$ cat src/verilog/ubg_pkg.sv
// Package for the serial channel baud rate generator.
// Assumes a single 125 MHz peripheral clock domain.
package ubg_pkg;
   localparam int          SEL_W       = 4;
   localparam int          DIV_W       = 8;
   localparam int          PRE_W       = 10;
   localparam logic [3:0]  SEL_MAX_PRS = 4'hA;
   localparam logic [3:0]  SEL_TIMER   = 4'hB;
   localparam logic [7:0]  DIV_MIN     = 8'h04;
   localparam logic [7:0]  DIV_MAX     = 8'hFF;
   localparam logic [7:0]  DIV_RESET   = 8'hFF;
   localparam logic [3:0]  SEL_RESET   = 4'h0;
   localparam logic [7:0]  GAP_CLOCKS  = 8'h02;
   localparam logic [7:0]  SAMPLE_MARGIN = 8'h02;
   localparam logic [3:0]  FRAME_BITS  = 4'hA;

   typedef struct packed {
      logic power;
      logic tx_enable;
      logic rx_enable;
   } ubg_ctrl_s;

   typedef enum logic [1:0] {
      UBG_TX_IDLE = 2'b00,
      UBG_TX_BITS = 2'b01,
      UBG_TX_GAP  = 2'b11
   } ubg_tx_e;
endpackage

$ cat src/verilog/ubg_baud_gen.sv
// Baud rate generator: base clock selector, transmit and receive divisor counters.
// Assumes all inputs are synchronous to clk_in and that the frame logic
// reads the tick and sample outputs.
// Summary of operation
// - Bit rate is base clock over 2k.
// - Divisor accepts 4 to 255 only.
// - Codes 0 to 10 pick prescaled clock.
// - Code 11 picks companion timer output.
// - Timer output used regardless of pin enable.
// - Receive sample instants follow divisor counter.
// - Receive sampling sits exactly at mid-bit.
// - Back-to-back gap stretched two base clocks.
// - Receiver restarts timing at each start.
// - Power off holds base clock low.
// - Transmit counter clears on first write, frame end.
// - Receive counter runs one frame per start.
`timescale 1ns/100ps
module ubg_baud_gen
#(
   parameter int SEL_WIDTH = ubg_pkg::SEL_W,
   parameter int DIV_WIDTH = ubg_pkg::DIV_W
)
(
   input  wire logic                 clk_in,
   input  wire logic                 rstn_in,
   input  wire ubg_pkg::ubg_ctrl_s   ctrl_in,
   input  wire logic [SEL_WIDTH-1:0] base_clock_select_in,
   input  wire logic [DIV_WIDTH-1:0] divisor_value_in,
   input  wire logic                 companion_timer_out_in,
   input  wire logic                 transmit_buffer_write_in,
   input  wire logic                 tx_more_data_in,
   input  wire logic                 rx_start_detect_in,
   output logic                      base_clock_tick_out,
   output logic                      tx_bit_tick_out,
   output logic                      tx_frame_end_out,
   output logic                      rx_sample_out,
   output logic                      rx_frame_end_out,
   output logic                      divisor_error_out
);
   // The counters and compare constants are sized for the default widths only.
   if (SEL_WIDTH != ubg_pkg::SEL_W || DIV_WIDTH != ubg_pkg::DIV_W)
   begin
      $error("ubg_baud_gen supports only 4-bit select and 8-bit divisor");
   end

   logic [ubg_pkg::PRE_W-1:0] pre_q;
   logic                      tmr_q;
   logic                      base_tick;
   logic                      div_ok;
   logic                      tx_run;
   logic [7:0]                tx_cnt_q;
   logic                      tx_half_q;
   logic [3:0]                tx_bit_q;
   logic [7:0]                tx_gap_q;
   ubg_pkg::ubg_tx_e          tx_st_q;
   logic                      rx_on_q;
   logic [7:0]                rx_cnt_q;
   logic                      rx_half_q;
   logic [3:0]                rx_bit_q;
   logic                      tx_tick;
   logic                      rx_tick;
   logic                      rx_mid;

   // Prescaler free-runs while powered; it is cleared when power is off.
   always_ff @(posedge clk_in)
   begin
      if (!rstn_in || !ctrl_in.power)
         pre_q <= '0;
      else
         pre_q <= pre_q + 10'h001;
   end

   // The timer is taken internally, never via its output pin enable.
   always_ff @(posedge clk_in)
   begin
      if (!rstn_in)
         tmr_q <= 1'b0;
      else
         tmr_q <= companion_timer_out_in;
   end

   // A tick marks one base clock period; power off gives none.
   always_comb
   begin
      base_tick = 1'b0;
      if (!ctrl_in.power)
         base_tick = 1'b0;
      else if (base_clock_select_in == 4'h0)
         base_tick = 1'b1;
      else if (base_clock_select_in <= ubg_pkg::SEL_MAX_PRS)
         base_tick = (pre_q & ((10'h001 << (base_clock_select_in - 4'h1)) * 10'h002 - 10'h001))
                     == ((10'h001 << (base_clock_select_in - 4'h1)) * 10'h002 - 10'h001);
      else if (base_clock_select_in == ubg_pkg::SEL_TIMER)
         base_tick = companion_timer_out_in && !tmr_q;
      else
         base_tick = 1'b0;
   end

   // Out-of-range divisors stop the counters rather than run at a wrong rate.
   assign div_ok = divisor_value_in >= ubg_pkg::DIV_MIN;

   assign tx_run = ctrl_in.power && ctrl_in.tx_enable && div_ok;
   // Each half bit spans k base clocks, so a bit spans 2k.
   assign tx_tick = base_tick && tx_half_q && tx_cnt_q == divisor_value_in - 8'h01;

   always_ff @(posedge clk_in)
   begin
      if (!rstn_in || !tx_run)
      begin
         tx_cnt_q  <= '0;
         tx_half_q <= 1'b0;
      end
      else if ((transmit_buffer_write_in && tx_st_q == ubg_pkg::UBG_TX_IDLE)
               || (tx_st_q == ubg_pkg::UBG_TX_GAP && base_tick
                   && tx_gap_q == ubg_pkg::GAP_CLOCKS - 8'h01))
      begin
         tx_cnt_q  <= '0;
         tx_half_q <= 1'b0;
      end
      else if (base_tick && tx_st_q != ubg_pkg::UBG_TX_GAP)
      begin
         if (tx_cnt_q == divisor_value_in - 8'h01)
         begin
            tx_cnt_q  <= '0;
            tx_half_q <= !tx_half_q;
         end
         else
            tx_cnt_q <= tx_cnt_q + 8'h01;
      end
   end

   always_ff @(posedge clk_in)
   begin
      if (!rstn_in || !tx_run)
      begin
         tx_st_q  <= ubg_pkg::UBG_TX_IDLE;
         tx_bit_q <= '0;
         tx_gap_q <= '0;
      end
      else
         case (tx_st_q)
            ubg_pkg::UBG_TX_IDLE:
               if (transmit_buffer_write_in)
               begin
                  tx_st_q  <= ubg_pkg::UBG_TX_BITS;
                  tx_bit_q <= '0;
               end
            ubg_pkg::UBG_TX_BITS:
               if (tx_tick)
               begin
                  if (tx_bit_q == ubg_pkg::FRAME_BITS)
                  begin
                     tx_bit_q <= '0;
                     tx_gap_q <= '0;
                     tx_st_q  <= tx_more_data_in ? ubg_pkg::UBG_TX_GAP
                                                 : ubg_pkg::UBG_TX_IDLE;
                  end
                  else
                     tx_bit_q <= tx_bit_q + 4'h1;
               end
            ubg_pkg::UBG_TX_GAP:
               if (base_tick)
               begin
                  if (tx_gap_q == ubg_pkg::GAP_CLOCKS - 8'h01)
                     tx_st_q <= ubg_pkg::UBG_TX_BITS;
                  else
                     tx_gap_q <= tx_gap_q + 8'h01;
               end
            default:
               tx_st_q <= ubg_pkg::UBG_TX_IDLE;
         endcase
   end

   // Receive counter idles until a start bit, runs one frame, then stops.
   always_ff @(posedge clk_in)
   begin
      if (!rstn_in || !ctrl_in.power || !ctrl_in.rx_enable || !div_ok)
      begin
         rx_on_q   <= 1'b0;
         rx_cnt_q  <= '0;
         rx_half_q <= 1'b0;
         rx_bit_q  <= '0;
      end
      else if (rx_start_detect_in)
      begin
         rx_on_q   <= 1'b1;
         rx_cnt_q  <= '0;
         rx_half_q <= 1'b0;
         rx_bit_q  <= '0;
      end
      else if (rx_on_q && base_tick)
      begin
         if (rx_cnt_q == divisor_value_in - 8'h01)
         begin
            rx_cnt_q  <= '0;
            rx_half_q <= !rx_half_q;
            if (rx_half_q)
            begin
               rx_bit_q <= rx_bit_q + 4'h1;
               if (rx_bit_q == ubg_pkg::FRAME_BITS)
                  rx_on_q <= 1'b0;
            end
         end
         else
            rx_cnt_q <= rx_cnt_q + 8'h01;
      end
   end

   // Sampling sits at mid-bit, where the first half ends, k base clocks into the bit;
   // SAMPLE_MARGIN is not applied, so each bit gets one sample pulse with no window around it.
   assign rx_mid = rx_on_q && base_tick && rx_half_q == 1'b0
                   && rx_cnt_q == divisor_value_in - 8'h01;
   assign rx_tick = rx_on_q && base_tick && rx_half_q
                    && rx_cnt_q == divisor_value_in - 8'h01 && rx_bit_q == ubg_pkg::FRAME_BITS;

   always_ff @(posedge clk_in)
   begin
      if (!rstn_in)
      begin
         base_clock_tick_out <= 1'b0;
         tx_bit_tick_out     <= 1'b0;
         tx_frame_end_out    <= 1'b0;
         rx_sample_out       <= 1'b0;
         rx_frame_end_out    <= 1'b0;
         divisor_error_out   <= 1'b0;
      end
      else
      begin
         base_clock_tick_out <= base_tick;
         tx_bit_tick_out     <= tx_tick && tx_st_q == ubg_pkg::UBG_TX_BITS;
         tx_frame_end_out    <= tx_tick && tx_st_q == ubg_pkg::UBG_TX_BITS
                                && tx_bit_q == ubg_pkg::FRAME_BITS;
         rx_sample_out       <= rx_mid;
         rx_frame_end_out    <= rx_tick;
         divisor_error_out   <= !div_ok;
      end
   end
endmodule

$ cat config.mk
export PLATFORM = sky130hd
export DESIGN_NAME = ubg_baud_gen
export DESIGN_NICKNAME = d
export VERILOG_FILES = /design/src/verilog/ubg_pkg.sv /design/src/verilog/ubg_baud_gen.sv
export SDC_FILE = /design/constraint.sdc
export NUM_CORES = 1
export LEC_CHECK = 0
export BUFFER_PORTS_ARGS = -buffer_cell sky130_fd_sc_hd__buf_2
export CORE_ASPECT_RATIO = 0.75
export CORE_MARGIN = 10
export CORE_UTILIZATION = 60
export CTS_CLUSTER_DIAMETER = 40
export DETAILED_ROUTE_END_ITERATION = 16
export PLACE_DENSITY = 0.8
export SYNTH_ARGS = -nofsm -noshare
export SYNTH_HDL_FRONTEND = slang
export SYNTH_SLANG_ARGS = --single-unit
$ cat constraint.sdc
create_clock -name clk_in -period 4.9 [get_ports clk_in]
set_input_delay 1.47 -clock clk_in [delete_from_list [all_inputs] [get_ports clk_in]]
set_output_delay 1.47 -clock clk_in [all_outputs]
set_load 0.005 [all_outputs]
-- Yosys cells after proc, flatten, opt, wreduce, memory -nomap -nowiden
Cells that the tools add are included.
- reductions and logical operators: 47
- bitwise logic cells: 2
- equal/unequal tests: 16
- muxes and demuxes: 27
- shift operators: 1
- $add $sub $neg: 9
- order comparisons: 2
- operators by type and width (kind ; number):
    2-to-1 mux 8 bit ; 6
    adder 8 x 1 -> 8 bit, second input constant ; 3
    logical AND 1 bit ; 17
    == test 8 bit ; 2
    case mux 8 bit (2 select lines) ; 1
    == test 4 bit, second input constant ; 3
    2-to-1 mux 2 bit ; 6
    2-to-1 mux 4 bit ; 3
    nonzero test 2 bit ; 6
    adder 10 x 1 -> 10 bit, second input constant ; 1
    AND 10 bit ; 1
    == test 10 bit ; 1
    inequality test 2 bit, second input constant ; 5
    AND reduction 5 bit ; 2
    subtractor 10 x 1 -> 10 bit, second input constant ; 1
    2-to-1 mux 1 bit ; 9
    left shift 1 x 4 -> 9 bit, first input constant ; 1
    adder 4 x 1 -> 4 bit, second input constant ; 2
    == test 8 x 1 -> 1 bit, second input constant ; 1
    greater-or-equal comparator 8 x 3 -> 1 bit, second input constant ; 1
    logical NOT 1 bit ; 8
    case mux 4 bit (2 select lines) ; 1
    subtractor 8 x 1 -> 8 bit, second input constant ; 1
    case mux 2 bit (3 select lines) ; 1
    13 further kinds ; 21
- bits of input ports: 21
- register bits after elaboration: 54

-- Depth between registers and ports, before layout
Gate-level depths: netlist (run 1).
- word-level depth: 12
- gate-level depth with buffers: 15
- gate-level depth less buffers: 11

-- Least setup slack after synthesis (run 1)
No wires, ideal clock.
- path kind: input to register
- from: input base_clock_select_in[3]
- to: register tx_cnt_q[2]
- stages on the path: 15
- buffers on the path: 4
- data required time: 4.782 ns
- library setup time: 0.118 ns
- path slack: 0.631 ns
- data arrival time: 4.151 ns
- cells stage by stage: clkbuf_2 nor4b_2 inv_1 ha_1 buf_2 and3b_1 o21ai_0 nand4_2 a2111oi_4 o21a_1 buf_4 and3_1 or2_1 buf_6 nor2_4
- longest elaborated chain between the ends: 12
- ends and longest elaborated chain (element ; line ; text):
    start: declaration ; ubg_baud_gen.sv:27 ; input wire logic [SEL_WIDTH-1:0] base_clock_select_in,
    subtractor 4 x 1 -> 4 bit ; ubg_baud_gen.sv:91, ubg_baud_gen.sv:92 ;
    left shift 1 x 4 -> 9 bit ; ubg_baud_gen.sv:91, ubg_baud_gen.sv:92 ;
    subtractor 10 x 1 -> 10 bit ; ubg_baud_gen.sv:91, ubg_baud_gen.sv:92 ;
    AND 10 bit ; ubg_baud_gen.sv:91 ; base_tick = (pre_q & ((10'h001 << (base_clock_select_in - 4'h1)) * 10'h002 - 10'h001))
    == test 10 bit ; ubg_baud_gen.sv:92 ; == ((10'h001 << (base_clock_select_in - 4'h1)) * 10'h002 - 10'h001);
    2-to-1 mux 1 bit ; ubg_baud_gen.sv:90 ; else if (base_clock_select_in <= ubg_pkg::SEL_MAX_PRS)
    2-to-1 mux 1 bit (*) ; ubg_baud_gen.sv:88 ; else if (base_clock_select_in == 4'h0)
    2-to-1 mux 1 bit (*) ; ubg_baud_gen.sv:86 ; if (!ctrl_in.power)
    logical AND 1 bit ; ubg_baud_gen.sv:114 ; || (tx_st_q == ubg_pkg::UBG_TX_GAP && base_tick
    logical AND 1 bit ; ubg_baud_gen.sv:115 ; && tx_gap_q == ubg_pkg::GAP_CLOCKS - 8'h01))
    logical OR 1 bit ; ubg_baud_gen.sv:114 ;
    OR reduction 2 bit (no line) ; - ;
    end signal: assignment ; ubg_baud_gen.sv:128 ; tx_cnt_q <= tx_cnt_q + 8'h01;
    end: declaration ; ubg_baud_gen.sv:51 ; logic [7:0] tx_cnt_q;
Mark *: on every way between the ends. The rest lies on a longest branch, timed or not.
A chain may end at the register's enable or synchronous reset.

-- Worst setup path after layout (run 1)
- from: input base_clock_select_in[1]
- to: register rx_bit_q[3]
- longest elaborated chain between the ends: 10
- ends and longest elaborated chain (element ; line ; text):
    subtractor 4 x 1 -> 4 bit ; ubg_baud_gen.sv:91, ubg_baud_gen.sv:92 ;
    left shift 1 x 4 -> 9 bit ; ubg_baud_gen.sv:91, ubg_baud_gen.sv:92 ;
    subtractor 10 x 1 -> 10 bit ; ubg_baud_gen.sv:91, ubg_baud_gen.sv:92 ;
    AND 10 bit ; ubg_baud_gen.sv:91 ;
    == test 10 bit ; ubg_baud_gen.sv:92 ;
    2-to-1 mux 1 bit ; ubg_baud_gen.sv:90 ;
    2-to-1 mux 1 bit (*) ; ubg_baud_gen.sv:88 ;
    2-to-1 mux 1 bit (*) ; ubg_baud_gen.sv:86 ;
    logical AND 1 bit (*) ; ubg_baud_gen.sv:191 ; else if (rx_on_q && base_tick)
    AND reduction 3 bit (no line) (*) ; - ;
    end signal: assignment ; ubg_baud_gen.sv:199 ; rx_bit_q <= rx_bit_q + 4'h1;
    end: declaration ; ubg_baud_gen.sv:59 ; logic [3:0] rx_bit_q;
Marked as above.

==> impl_metrics.prom, run 1 <==
# TYPE chip_impl_metric gauge
chip_impl_info{name="status",value="completed"} 1
chip_impl_info{name="highest_count_cells_in_the_layout_ignoring_fill_and_taps",value="dfxtp_1, nor2_1, xnor2_1, buf_2, nand2_1"} 1
chip_impl_metric{name="area_growth",unit="%"} 6.91
chip_impl_metric{name="h-tree-depth",unit=""} 2
chip_impl_metric{name="worstPathArrival",unit="ns"} 4.57
chip_impl_info{name="path_delay_family",value="simple AND/OR/NAND/NOR gates"} 1
chip_impl_metric{name="timing.setup.tns",unit="ns"} 0
chip_impl_metric{name="port_buffers",unit=""} 26
chip_impl_metric{name="initial_core_util",unit="%"} 63.6
chip_impl_metric{name="synthCells",unit=""} 406
chip_impl_metric{name="cp_data_required_time",unit="ns"} 5.14
chip_impl_metric{name="cp_slowest_stage_delay",unit="ns"} 0.52
chip_impl_metric{name="netlist-cell-type-count",unit=""} 67
chip_impl_metric{name="switching_power_as_a_share_of_total_power",unit="%"} 25.4
chip_impl_metric{name="grt_antenna_before_repair",unit=""} 0
chip_impl_metric{name="globalRouteMet3Util",unit="%"} 3.81
chip_impl_metric{name="comb_power_share",unit="%"} 10.9
chip_impl_metric{name="fp.dieArea",unit="sq um"} 9310
chip_impl_metric{name="cts_resized",unit=""} 0
chip_impl_info{name="worstSetupPathType",value="primary input to flip-flop"} 1
chip_impl_metric{name="vdd.ir_drop.worst",unit="mV"} 0.129
chip_impl_info{name="hp-class",value="flip-flop to flip-flop"} 1
chip_impl_metric{name="dp_hpwl",unit="um"} 5780
chip_impl_metric{name="place_congestion",unit=""} 0.893
chip_impl_metric{name="holdBufCountCts",unit=""} 0
chip_impl_info{name="critical_path.slowest_cell",value="a2111oi_4"} 1
chip_impl_metric{name="max_freq",unit="MHz"} 231
chip_impl_metric{name="antenna_violating_nets_post_route",unit=""} 0
chip_impl_metric{name="report.final.setup_viol",unit=""} 0
chip_impl_metric{name="clkTransAtPathRegs",unit="ns"} 0.10
chip_impl_metric{name="final_min_period_over_clock_period",unit="%"} 88.3
chip_impl_metric{name="placed_cells",unit=""} 495
chip_impl_metric{name="synthesis.nets",unit=""} 443
chip_impl_metric{name="first_pass_grt_wire_length",unit="um"} 12700
chip_impl_metric{name="detail_route.wl_per_cell",unit="um"} 14.7
chip_impl_metric{name="remaining_drc_errors",unit=""} 0
chip_impl_metric{name="grt_max_degree",unit=""} 17
chip_impl_info{name="worst_r2r_startpoint",value="pre_q[4]"} 1
chip_impl_info{name="ys_dominant_reg_cell",value="dfxtp_1"} 1
chip_impl_metric{name="drt_first_iter_violations",unit=""} 155
chip_impl_metric{name="cts.path.max_buffers",unit=""} 2
chip_impl_metric{name="placement_rows",unit=""} 23
chip_impl_metric{name="synth_warnings",unit=""} 0
chip_impl_metric{name="power_density",unit="nW/um^2"} 207
chip_impl_metric{name="share_clk_of_total_power",unit="%"} 31.8
chip_impl_metric{name="drive_gt1_share",unit="%"} 15.2
chip_impl_metric{name="first_global_vias",unit=""} 2689
chip_impl_metric{name="holdWs",unit="ns"} 0.473
chip_impl_metric{name="ys_async_sr_fraction",unit="%"} 0
chip_impl_metric{name="mapped_area",unit="sq um"} 3490
chip_impl_metric{name="max_slew_margin",unit="%"} 59.9
chip_impl_info{name="tritoncts",value="built"} 1
chip_impl_info{name="grt_setup_unrepaired",value="no"} 1
chip_impl_info{name="worstSetupStartpoint",value="base_clock_select_in[1]"} 1
chip_impl_metric{name="core_area",unit="sq um"} 5500
chip_impl_metric{name="finish.utilization",unit="%"} 67.9
chip_impl_metric{name="dr.pass1.iters",unit=""} 5
chip_impl_metric{name="die_height",unit="um"} 86.1
chip_impl_metric{name="detailroute.via_count",unit=""} 2883
chip_impl_metric{name="antennaDiodeCount",unit=""} 0
chip_impl_metric{name="net-switching-power",unit="uW"} 197
chip_impl_metric{name="cp_max_fo",unit=""} 15
chip_impl_metric{name="layout_min_cycle_time",unit="ns"} 4.33
chip_impl_metric{name="globalRouteMet2Util",unit="%"} 24.2
chip_impl_metric{name="drt_via_density",unit=""} 5.73
chip_impl_metric{name="worst-slew-pin-transition",unit="ns"} 0.598
chip_impl_metric{name="synth-edff-count",unit=""} 0
chip_impl_metric{name="slew_violations",unit=""} 0
chip_impl_metric{name="worst_skew_pair.late_latency",unit="ns"} 0.31
chip_impl_metric{name="clkSinkCount",unit=""} 54
chip_impl_info{name="leading_cell_type_in_the_layout_fill_and_taps_excluded",value="dfxtp_1"} 1
chip_impl_metric{name="layout.cells.non_filler",unit=""} 503
chip_impl_metric{name="maxCapViolations",unit=""} 0
chip_impl_metric{name="grt.total_usage",unit="%"} 16.2
chip_impl_metric{name="number_of_nets_in_the_layout",unit=""} 464
chip_impl_metric{name="synth_seq_cells",unit=""} 54
chip_impl_metric{name="timing.clock.skew",unit="ns"} 0.00674
chip_impl_metric{name="power_report.internal_total",unit="uW"} 576
chip_impl_metric{name="leakage_power_summed_over_all_cells",unit="uW"} 0.00134
chip_impl_info{name="grt.busiest_layer",value="met2"} 1
chip_impl_metric{name="ios",unit=""} 27
chip_impl_info{name="root_buffer",value="clkbuf_8"} 1
chip_impl_metric{name="groute.layer.met1.usage",unit="%"} 22.7
chip_impl_metric{name="grt_residual_overflow",unit=""} 0
chip_impl_metric{name="final_hold_viol_count",unit=""} 0
chip_impl_metric{name="post-cts-setup-buffers",unit=""} 0
chip_impl_metric{name="die_x",unit="um"} 108
chip_impl_metric{name="seq_area_frac_synth",unit="%"} 30.9
chip_impl_info{name="hold_path.startpoint",value="pre_q[0]"} 1
chip_impl_metric{name="pwr-share-seq",unit="%"} 57.2
chip_impl_info{name="endpoint_kind",value="flip-flop"} 1
chip_impl_info{name="worstPathCellList",value="buf_2, nor4b_2, inv_1, ha_1, and3b_1, o21ai_0, nand4_2, a2111oi_4, buf_4, o2111ai_2, or3_1, a21oi_1"} 1
chip_impl_metric{name="cts_inserted_buffers",unit=""} 5
chip_impl_metric{name="fillers",unit=""} 471
chip_impl_metric{name="synthesized_area_per_cell",unit="sq um"} 8.60
chip_impl_metric{name="timing.critical_path.buf_inv",unit=""} 3
chip_impl_metric{name="drt_wl_total",unit="um"} 7390
chip_impl_info{name="startpoint_type",value="primary input"} 1
## logic make-up (layout without fill, tap and decap cells)
logic type      Yosys count  in the layout  synth area share (%)
fa+ha+maj                16             16                  5.73
simple gates            189            189                  30.6
buf+inv                  36             58                  4.76
mux                       7              7                  2.15
xor+xnor                 45             45                  12.1
flops                    54             54                  30.9
compound gates           59             59                  13.8
## worst register-to-register path: cells and delay by family, from the launching register on
family                 cells  cell delay (ns)
buffers and inverters      1             0.23
AO/OA/AOI/OAI              4             1.04
flip-flops                 1             0.48
AND/OR/NAND/NOR            3             0.95
## power groups by stage
stage,Sequential (uW),Combinational [uW],Clock [uW]
finish,442,84.3,246
global route,443,93.1,271
CTS,442,83.9,254
detailed placement,453,83.3,0
global placement,453,82.0,0
floorplan,452,60.6,0
## cell usage after synthesis, drive strengths merged (2+ instances only)
library cell   n  area share (%)
nor4b          4             1.2
dfxtp         54              31
nor4          11             2.3
o21a           2            0.43
a22oi          2            0.43
xnor3          2             1.3
and4bb         2            0.72
ha            16             5.7
or2            4            0.79
nand4          7             1.4
o2111ai        3             1.3
and3b          3            0.75
nand4b         2            0.50
nand2b        10             1.8
nor2          54             6.5
o22ai          2            0.36
nand3b         3            0.64
xnor2         29             7.3
and3           8             1.4
buf            7             1.6
nor2b          3            0.54
nor3          16             2.6
o21ai         11             2.0
a211oi         2            0.43
a32o           2            0.57
and2          11             2.0
nand3         17             2.4
a31o           2            0.50
inv           22             2.4
o211a          2            0.57
mux2i          6             1.7
a21oi         18             2.9
o31ai          3            0.79
clkbuf         7            0.79
nand2         23             2.5
or3            8             1.4
xor2          14             3.5
## routing by layer
layer / share of wire, % / vias to the layer above
met4: 0.64 / 0
met5: 0 / -
met3: 4.2 / 5
li1: - / 1466
met1: 51 / 1357
met2: 44 / 55
## layout make-up
cell class,instances,area (sq um),share of cell area [%]
clock buffer,6,72.6,1.94
timing repair buffer,28,145,3.89
sequential,54,1080,28.9
clock inverter,2,13.8,0.369
tap,75,93.8,2.51
multi-input combinational,316,2250,60.1
inverter,22,82.6,2.21
## through the flow
stage / total power [uW] / setup WS, ns / instance area (sq um)
after floorplan: 513 / 0.631 / 3490
final: 773 / 0.571 / 3730
after CTS: 780 / 0.572 / 3730
after detailed placement: 536 / 0.292 / 3650
after global placement: 535 / 0.396 / 3650
after global routing: 807 / 0.330 / 3730
## registers in the layout, summed over array words and instances, names as in the netlist, 2 cells and up
signal,cells
pre_q,10
tx_st_q,2
rx_cnt_q,8
tx_cnt_q,8
tx_bit_q,4
rx_bit_q,4
tx_gap_q,8
## path summary, 6_finish.rpt
check / end / slack, ns / cells after the start
setup / recovery: rx_bit_q[3] / 0.57 / 12
hold / removal: pre_q[0] / 0.47 / 1
setup reg to reg: rx_bit_q[3] / 2.13 / 8
hold reg to reg: pre_q[0] / 0.47 / 1
Note: power is estimated with default switching activity, not from simulation.
==> run 2: changes to the inputs <==
Settings changed: ABC_AREA set to 1.
==> impl_metrics.prom, run 2 <==
# TYPE chip_impl_metric gauge
chip_impl_metric{name="mapped_area",unit="sq um"} 3500
chip_impl_metric{name="die_x",unit="um"} 108
chip_impl_info{name="critPathMostFrequentCell",value="nand2_1"} 1
chip_impl_info{name="tritoncts",value="built"} 1
chip_impl_metric{name="power_report.internal_total",unit="uW"} 678
chip_impl_metric{name="synthesized_area_per_cell",unit="sq um"} 6.61
chip_impl_metric{name="antenna_violating_nets_post_route",unit=""} 0
chip_impl_info{name="status",value="completed"} 1
chip_impl_info{name="hp-class",value="flip-flop to flip-flop"} 1
chip_impl_metric{name="seq_area_frac_synth",unit="%"} 30.9
chip_impl_metric{name="final_hold_viol_count",unit=""} 0
chip_impl_info{name="worstSetupPathType",value="primary input to flip-flop"} 1
chip_impl_metric{name="synth_seq_cells",unit=""} 54
chip_impl_metric{name="cp_max_fo",unit=""} 11
chip_impl_info{name="leading_cell_type_in_the_layout_fill_and_taps_excluded",value="nand2_1"} 1
chip_impl_metric{name="max_slew_margin",unit="%"} 62.7
chip_impl_info{name="grt_setup_unrepaired",value="no"} 1
chip_impl_metric{name="holdBufCountCts",unit=""} 0
chip_impl_info{name="highest_count_cells_in_the_layout_ignoring_fill_and_taps",value="nand2_1, inv_1, nor2_1, dfxtp_1, nand3_1"} 1
chip_impl_metric{name="pwr-share-seq",unit="%"} 49.3
chip_impl_info{name="leading_area_contributor_after_synthesis",value="dfxtp_1"} 1
chip_impl_metric{name="layout_min_cycle_time",unit="ns"} 3.63
chip_impl_metric{name="clkTransAtPathRegs",unit="ns"} 0.11
chip_impl_metric{name="worst-slew-pin-transition",unit="ns"} 0.553
chip_impl_metric{name="initial_core_util",unit="%"} 63.7
chip_impl_metric{name="finish.utilization",unit="%"} 69.8
chip_impl_metric{name="cp_slowest_stage_delay",unit="ns"} 0.27
chip_impl_metric{name="detailroute.via_count",unit=""} 3481
chip_impl_info{name="root_buffer",value="clkbuf_8"} 1
chip_impl_metric{name="post-cts-setup-buffers",unit=""} 0
chip_impl_metric{name="ios",unit=""} 27
chip_impl_metric{name="first_global_vias",unit=""} 3271
chip_impl_metric{name="switching_power_as_a_share_of_total_power",unit="%"} 24.6
chip_impl_metric{name="netlist-cell-type-count",unit=""} 35
chip_impl_metric{name="comb_power_share",unit="%"} 10.7
chip_impl_metric{name="power_density",unit="nW/um^2"} 234
chip_impl_info{name="synthMostInstantiatedCell",value="nand2_1"} 1
chip_impl_info{name="worstPathCellList",value="buf_2, inv_1, nand2_1, nor2_2, inv_1, ha_1, o21a_1, nand2_1, nor2_1, nand3_1, nor2_1, nand2_1, nand2_4, nand3_2, nor2_2, inv_1, nand2_1, nor3_1"} 1
chip_impl_metric{name="number_of_nets_in_the_layout",unit=""} 597
chip_impl_metric{name="cp_data_required_time",unit="ns"} 5.11
chip_impl_info{name="worstSetupStartpoint",value="base_clock_select_in[3]"} 1
chip_impl_metric{name="ys_async_sr_fraction",unit="%"} 0
chip_impl_metric{name="grt_antenna_before_repair",unit=""} 0
chip_impl_metric{name="slew_violations",unit=""} 0
chip_impl_metric{name="dp_hpwl",unit="um"} 6330
chip_impl_metric{name="worst_skew_pair.late_latency",unit="ns"} 0.32
chip_impl_info{name="hold_path.startpoint",value="rx_on_q"} 1
chip_impl_metric{name="grt_max_degree",unit=""} 18
chip_impl_info{name="ys_dominant_reg_cell",value="dfxtp_1"} 1
chip_impl_metric{name="cts_inserted_buffers",unit=""} 5
chip_impl_metric{name="detail_route.wl_per_cell",unit="um"} 12.7
chip_impl_metric{name="drive_gt1_share",unit="%"} 12.7
chip_impl_metric{name="clkSinkCount",unit=""} 54
chip_impl_metric{name="cts_resized",unit=""} 0
chip_impl_info{name="ys_top_cells_by_area",value="dfxtp_1, nand2_1, inv_1"} 1
chip_impl_metric{name="report.final.setup_viol",unit=""} 0
chip_impl_metric{name="flip_flop_count_of_the_largest_register_after_layout",unit=""} 10
chip_impl_info{name="startpoint_type",value="primary input"} 1
chip_impl_metric{name="drt_first_iter_violations",unit=""} 200
chip_impl_metric{name="placed_cells",unit=""} 628
chip_impl_metric{name="place_congestion",unit=""} 0.965
chip_impl_metric{name="synthesis.nets",unit=""} 567
chip_impl_metric{name="remaining_drc_errors",unit=""} 0
chip_impl_metric{name="drt_wl_total",unit="um"} 8090
chip_impl_info{name="post_synth_most_frequent_cells",value="nand2_1, inv_1, nor2_1"} 1
chip_impl_metric{name="grt.total_usage",unit="%"} 17.9
chip_impl_metric{name="vdd.ir_drop.worst",unit="mV"} 0.201
chip_impl_metric{name="share_clk_of_total_power",unit="%"} 40.0
chip_impl_metric{name="timing.clock.skew",unit="ns"} 0.0125
chip_impl_metric{name="timing.setup.tns",unit="ns"} 0
chip_impl_metric{name="synth.top_cell.area_share",unit="%"} 30.9
chip_impl_info{name="critical_path.slowest_cell",value="ha_1"} 1
chip_impl_metric{name="synth_warnings",unit=""} 0
chip_impl_metric{name="grt_residual_overflow",unit=""} 0
chip_impl_metric{name="maxCapViolations",unit=""} 0
chip_impl_metric{name="synthCells",unit=""} 530
chip_impl_metric{name="core_area",unit="sq um"} 5500
chip_impl_metric{name="drt_via_density",unit=""} 5.47
chip_impl_info{name="worst_r2r_startpoint",value="pre_q[5]"} 1
chip_impl_metric{name="fp.dieArea",unit="sq um"} 9320
chip_impl_metric{name="placement_rows",unit=""} 23
chip_impl_metric{name="first_pass_grt_wire_length",unit="um"} 14200
chip_impl_metric{name="die_height",unit="um"} 86.2
chip_impl_metric{name="fillers",unit=""} 473
chip_impl_metric{name="net-switching-power",unit="uW"} 221
chip_impl_metric{name="h-tree-depth",unit=""} 2
chip_impl_metric{name="max_freq",unit="MHz"} 275
chip_impl_metric{name="antennaDiodeCount",unit=""} 0
chip_impl_metric{name="port_buffers",unit=""} 26
chip_impl_info{name="largest-register",value="pre_q"} 1
chip_impl_metric{name="cts.path.max_buffers",unit=""} 2
chip_impl_metric{name="worstPathArrival",unit="ns"} 3.85
chip_impl_metric{name="dr.pass1.iters",unit=""} 5
chip_impl_metric{name="synth-edff-count",unit=""} 0
chip_impl_metric{name="final_min_period_over_clock_period",unit="%"} 74.2
chip_impl_metric{name="area_growth",unit="%"} 9.58
chip_impl_metric{name="layout.cells.non_filler",unit=""} 636
chip_impl_metric{name="leakage_power_summed_over_all_cells",unit="uW"} 0.00158
chip_impl_info{name="endpoint_kind",value="flip-flop"} 1
==> run 2: cell count changes after synthesis, moves of 11 or more <==
cell | before | now
and2_1 | 11 | 0
inv_1 | 22 | 72
nor2_1 | 46 | 63
nand3_1 | 17 | 52
a21oi_1 | 17 | 33
nand2_1 | 23 | 125
xnor2_1 | 29 | 2
==> run 2: final cells by class <==
type,instances,area (sq um),area share [%]
multi-input cells,396,2100,54.8
flip-flops and latches,54,1080,28.2
inverters,77,292,7.60
repair buffers,26,130,3.39
well taps,75,93.8,2.45
clock buffers,5,68.8,1.79
clock inverters,3,68.8,1.79
==> run 2: per-stage QoR <==
step | setup slack (ns) | hold slack [ns] | total power (uW) | area (sq um)
global route | 1.01 | 0.504 | 937 | 3840
global placement | 1.08 | 0.450 | 545 | 3700
finish | 1.27 | 0.481 | 899 | 3840
CTS | 1.29 | 0.480 | 903 | 3840
floorplan | 1.62 | 0.430 | 516 | 3500
detailed placement | 0.954 | 0.462 | 547 | 3700
==> run 2: routing by layer <==
layer,track usage (%),vias up,share of wire [%]
li1,-,1764,-
met1,23.3,1575,45
met2,29.3,136,45
met3,3.89,6,8.7
met4,4.48,0,0.83
met5,0,-,0
==> run 2: cells by family after synthesis <==
kind of cell               count (synthesis)  share of synthesized area (%)
buffers and inverters                     80                           9.08
xor gates and xnor gates                  18                           4.50
and+or+nand+nor                          307                           41.2
adders and majority gates                 16                           5.72
DFF                                       54                           30.9
AOI/OAI and AO/OA                         55                           8.61
==> run 2: worst paths after layout <==
path / slack (ns) / cells past startpoint / endpoint
worst min-delay path: 0.48 / 2 / rx_on_q
worst max register to register: 2.69 / 13 / rx_cnt_q[4]
worst min register to register: 0.48 / 2 / rx_on_q
worst max-delay path: 1.27 / 18 / rx_cnt_q[4]
==> run 2: critical path: cells and delay by family <==
kind / cells / cell delay, ns
AND/OR/NAND/NOR: 12 / 1.59
adder cells (fa/ha/maj): 1 / 0.27
AO/OA/AOI/OAI: 1 / 0.10
buffers and inverters: 4 / 0.42
==> run 2: power by group through the flow <==
stage	clock (uW)	combinational, uW	sequential, uW
2_1_floorplan	0	63.5	453
3_3_place_gp	0	91.7	453
3_5_place_dp	0	93.6	453
4_1_cts	365	94.6	443
5_1_grt	385	108	444
6_report	359	96.2	443
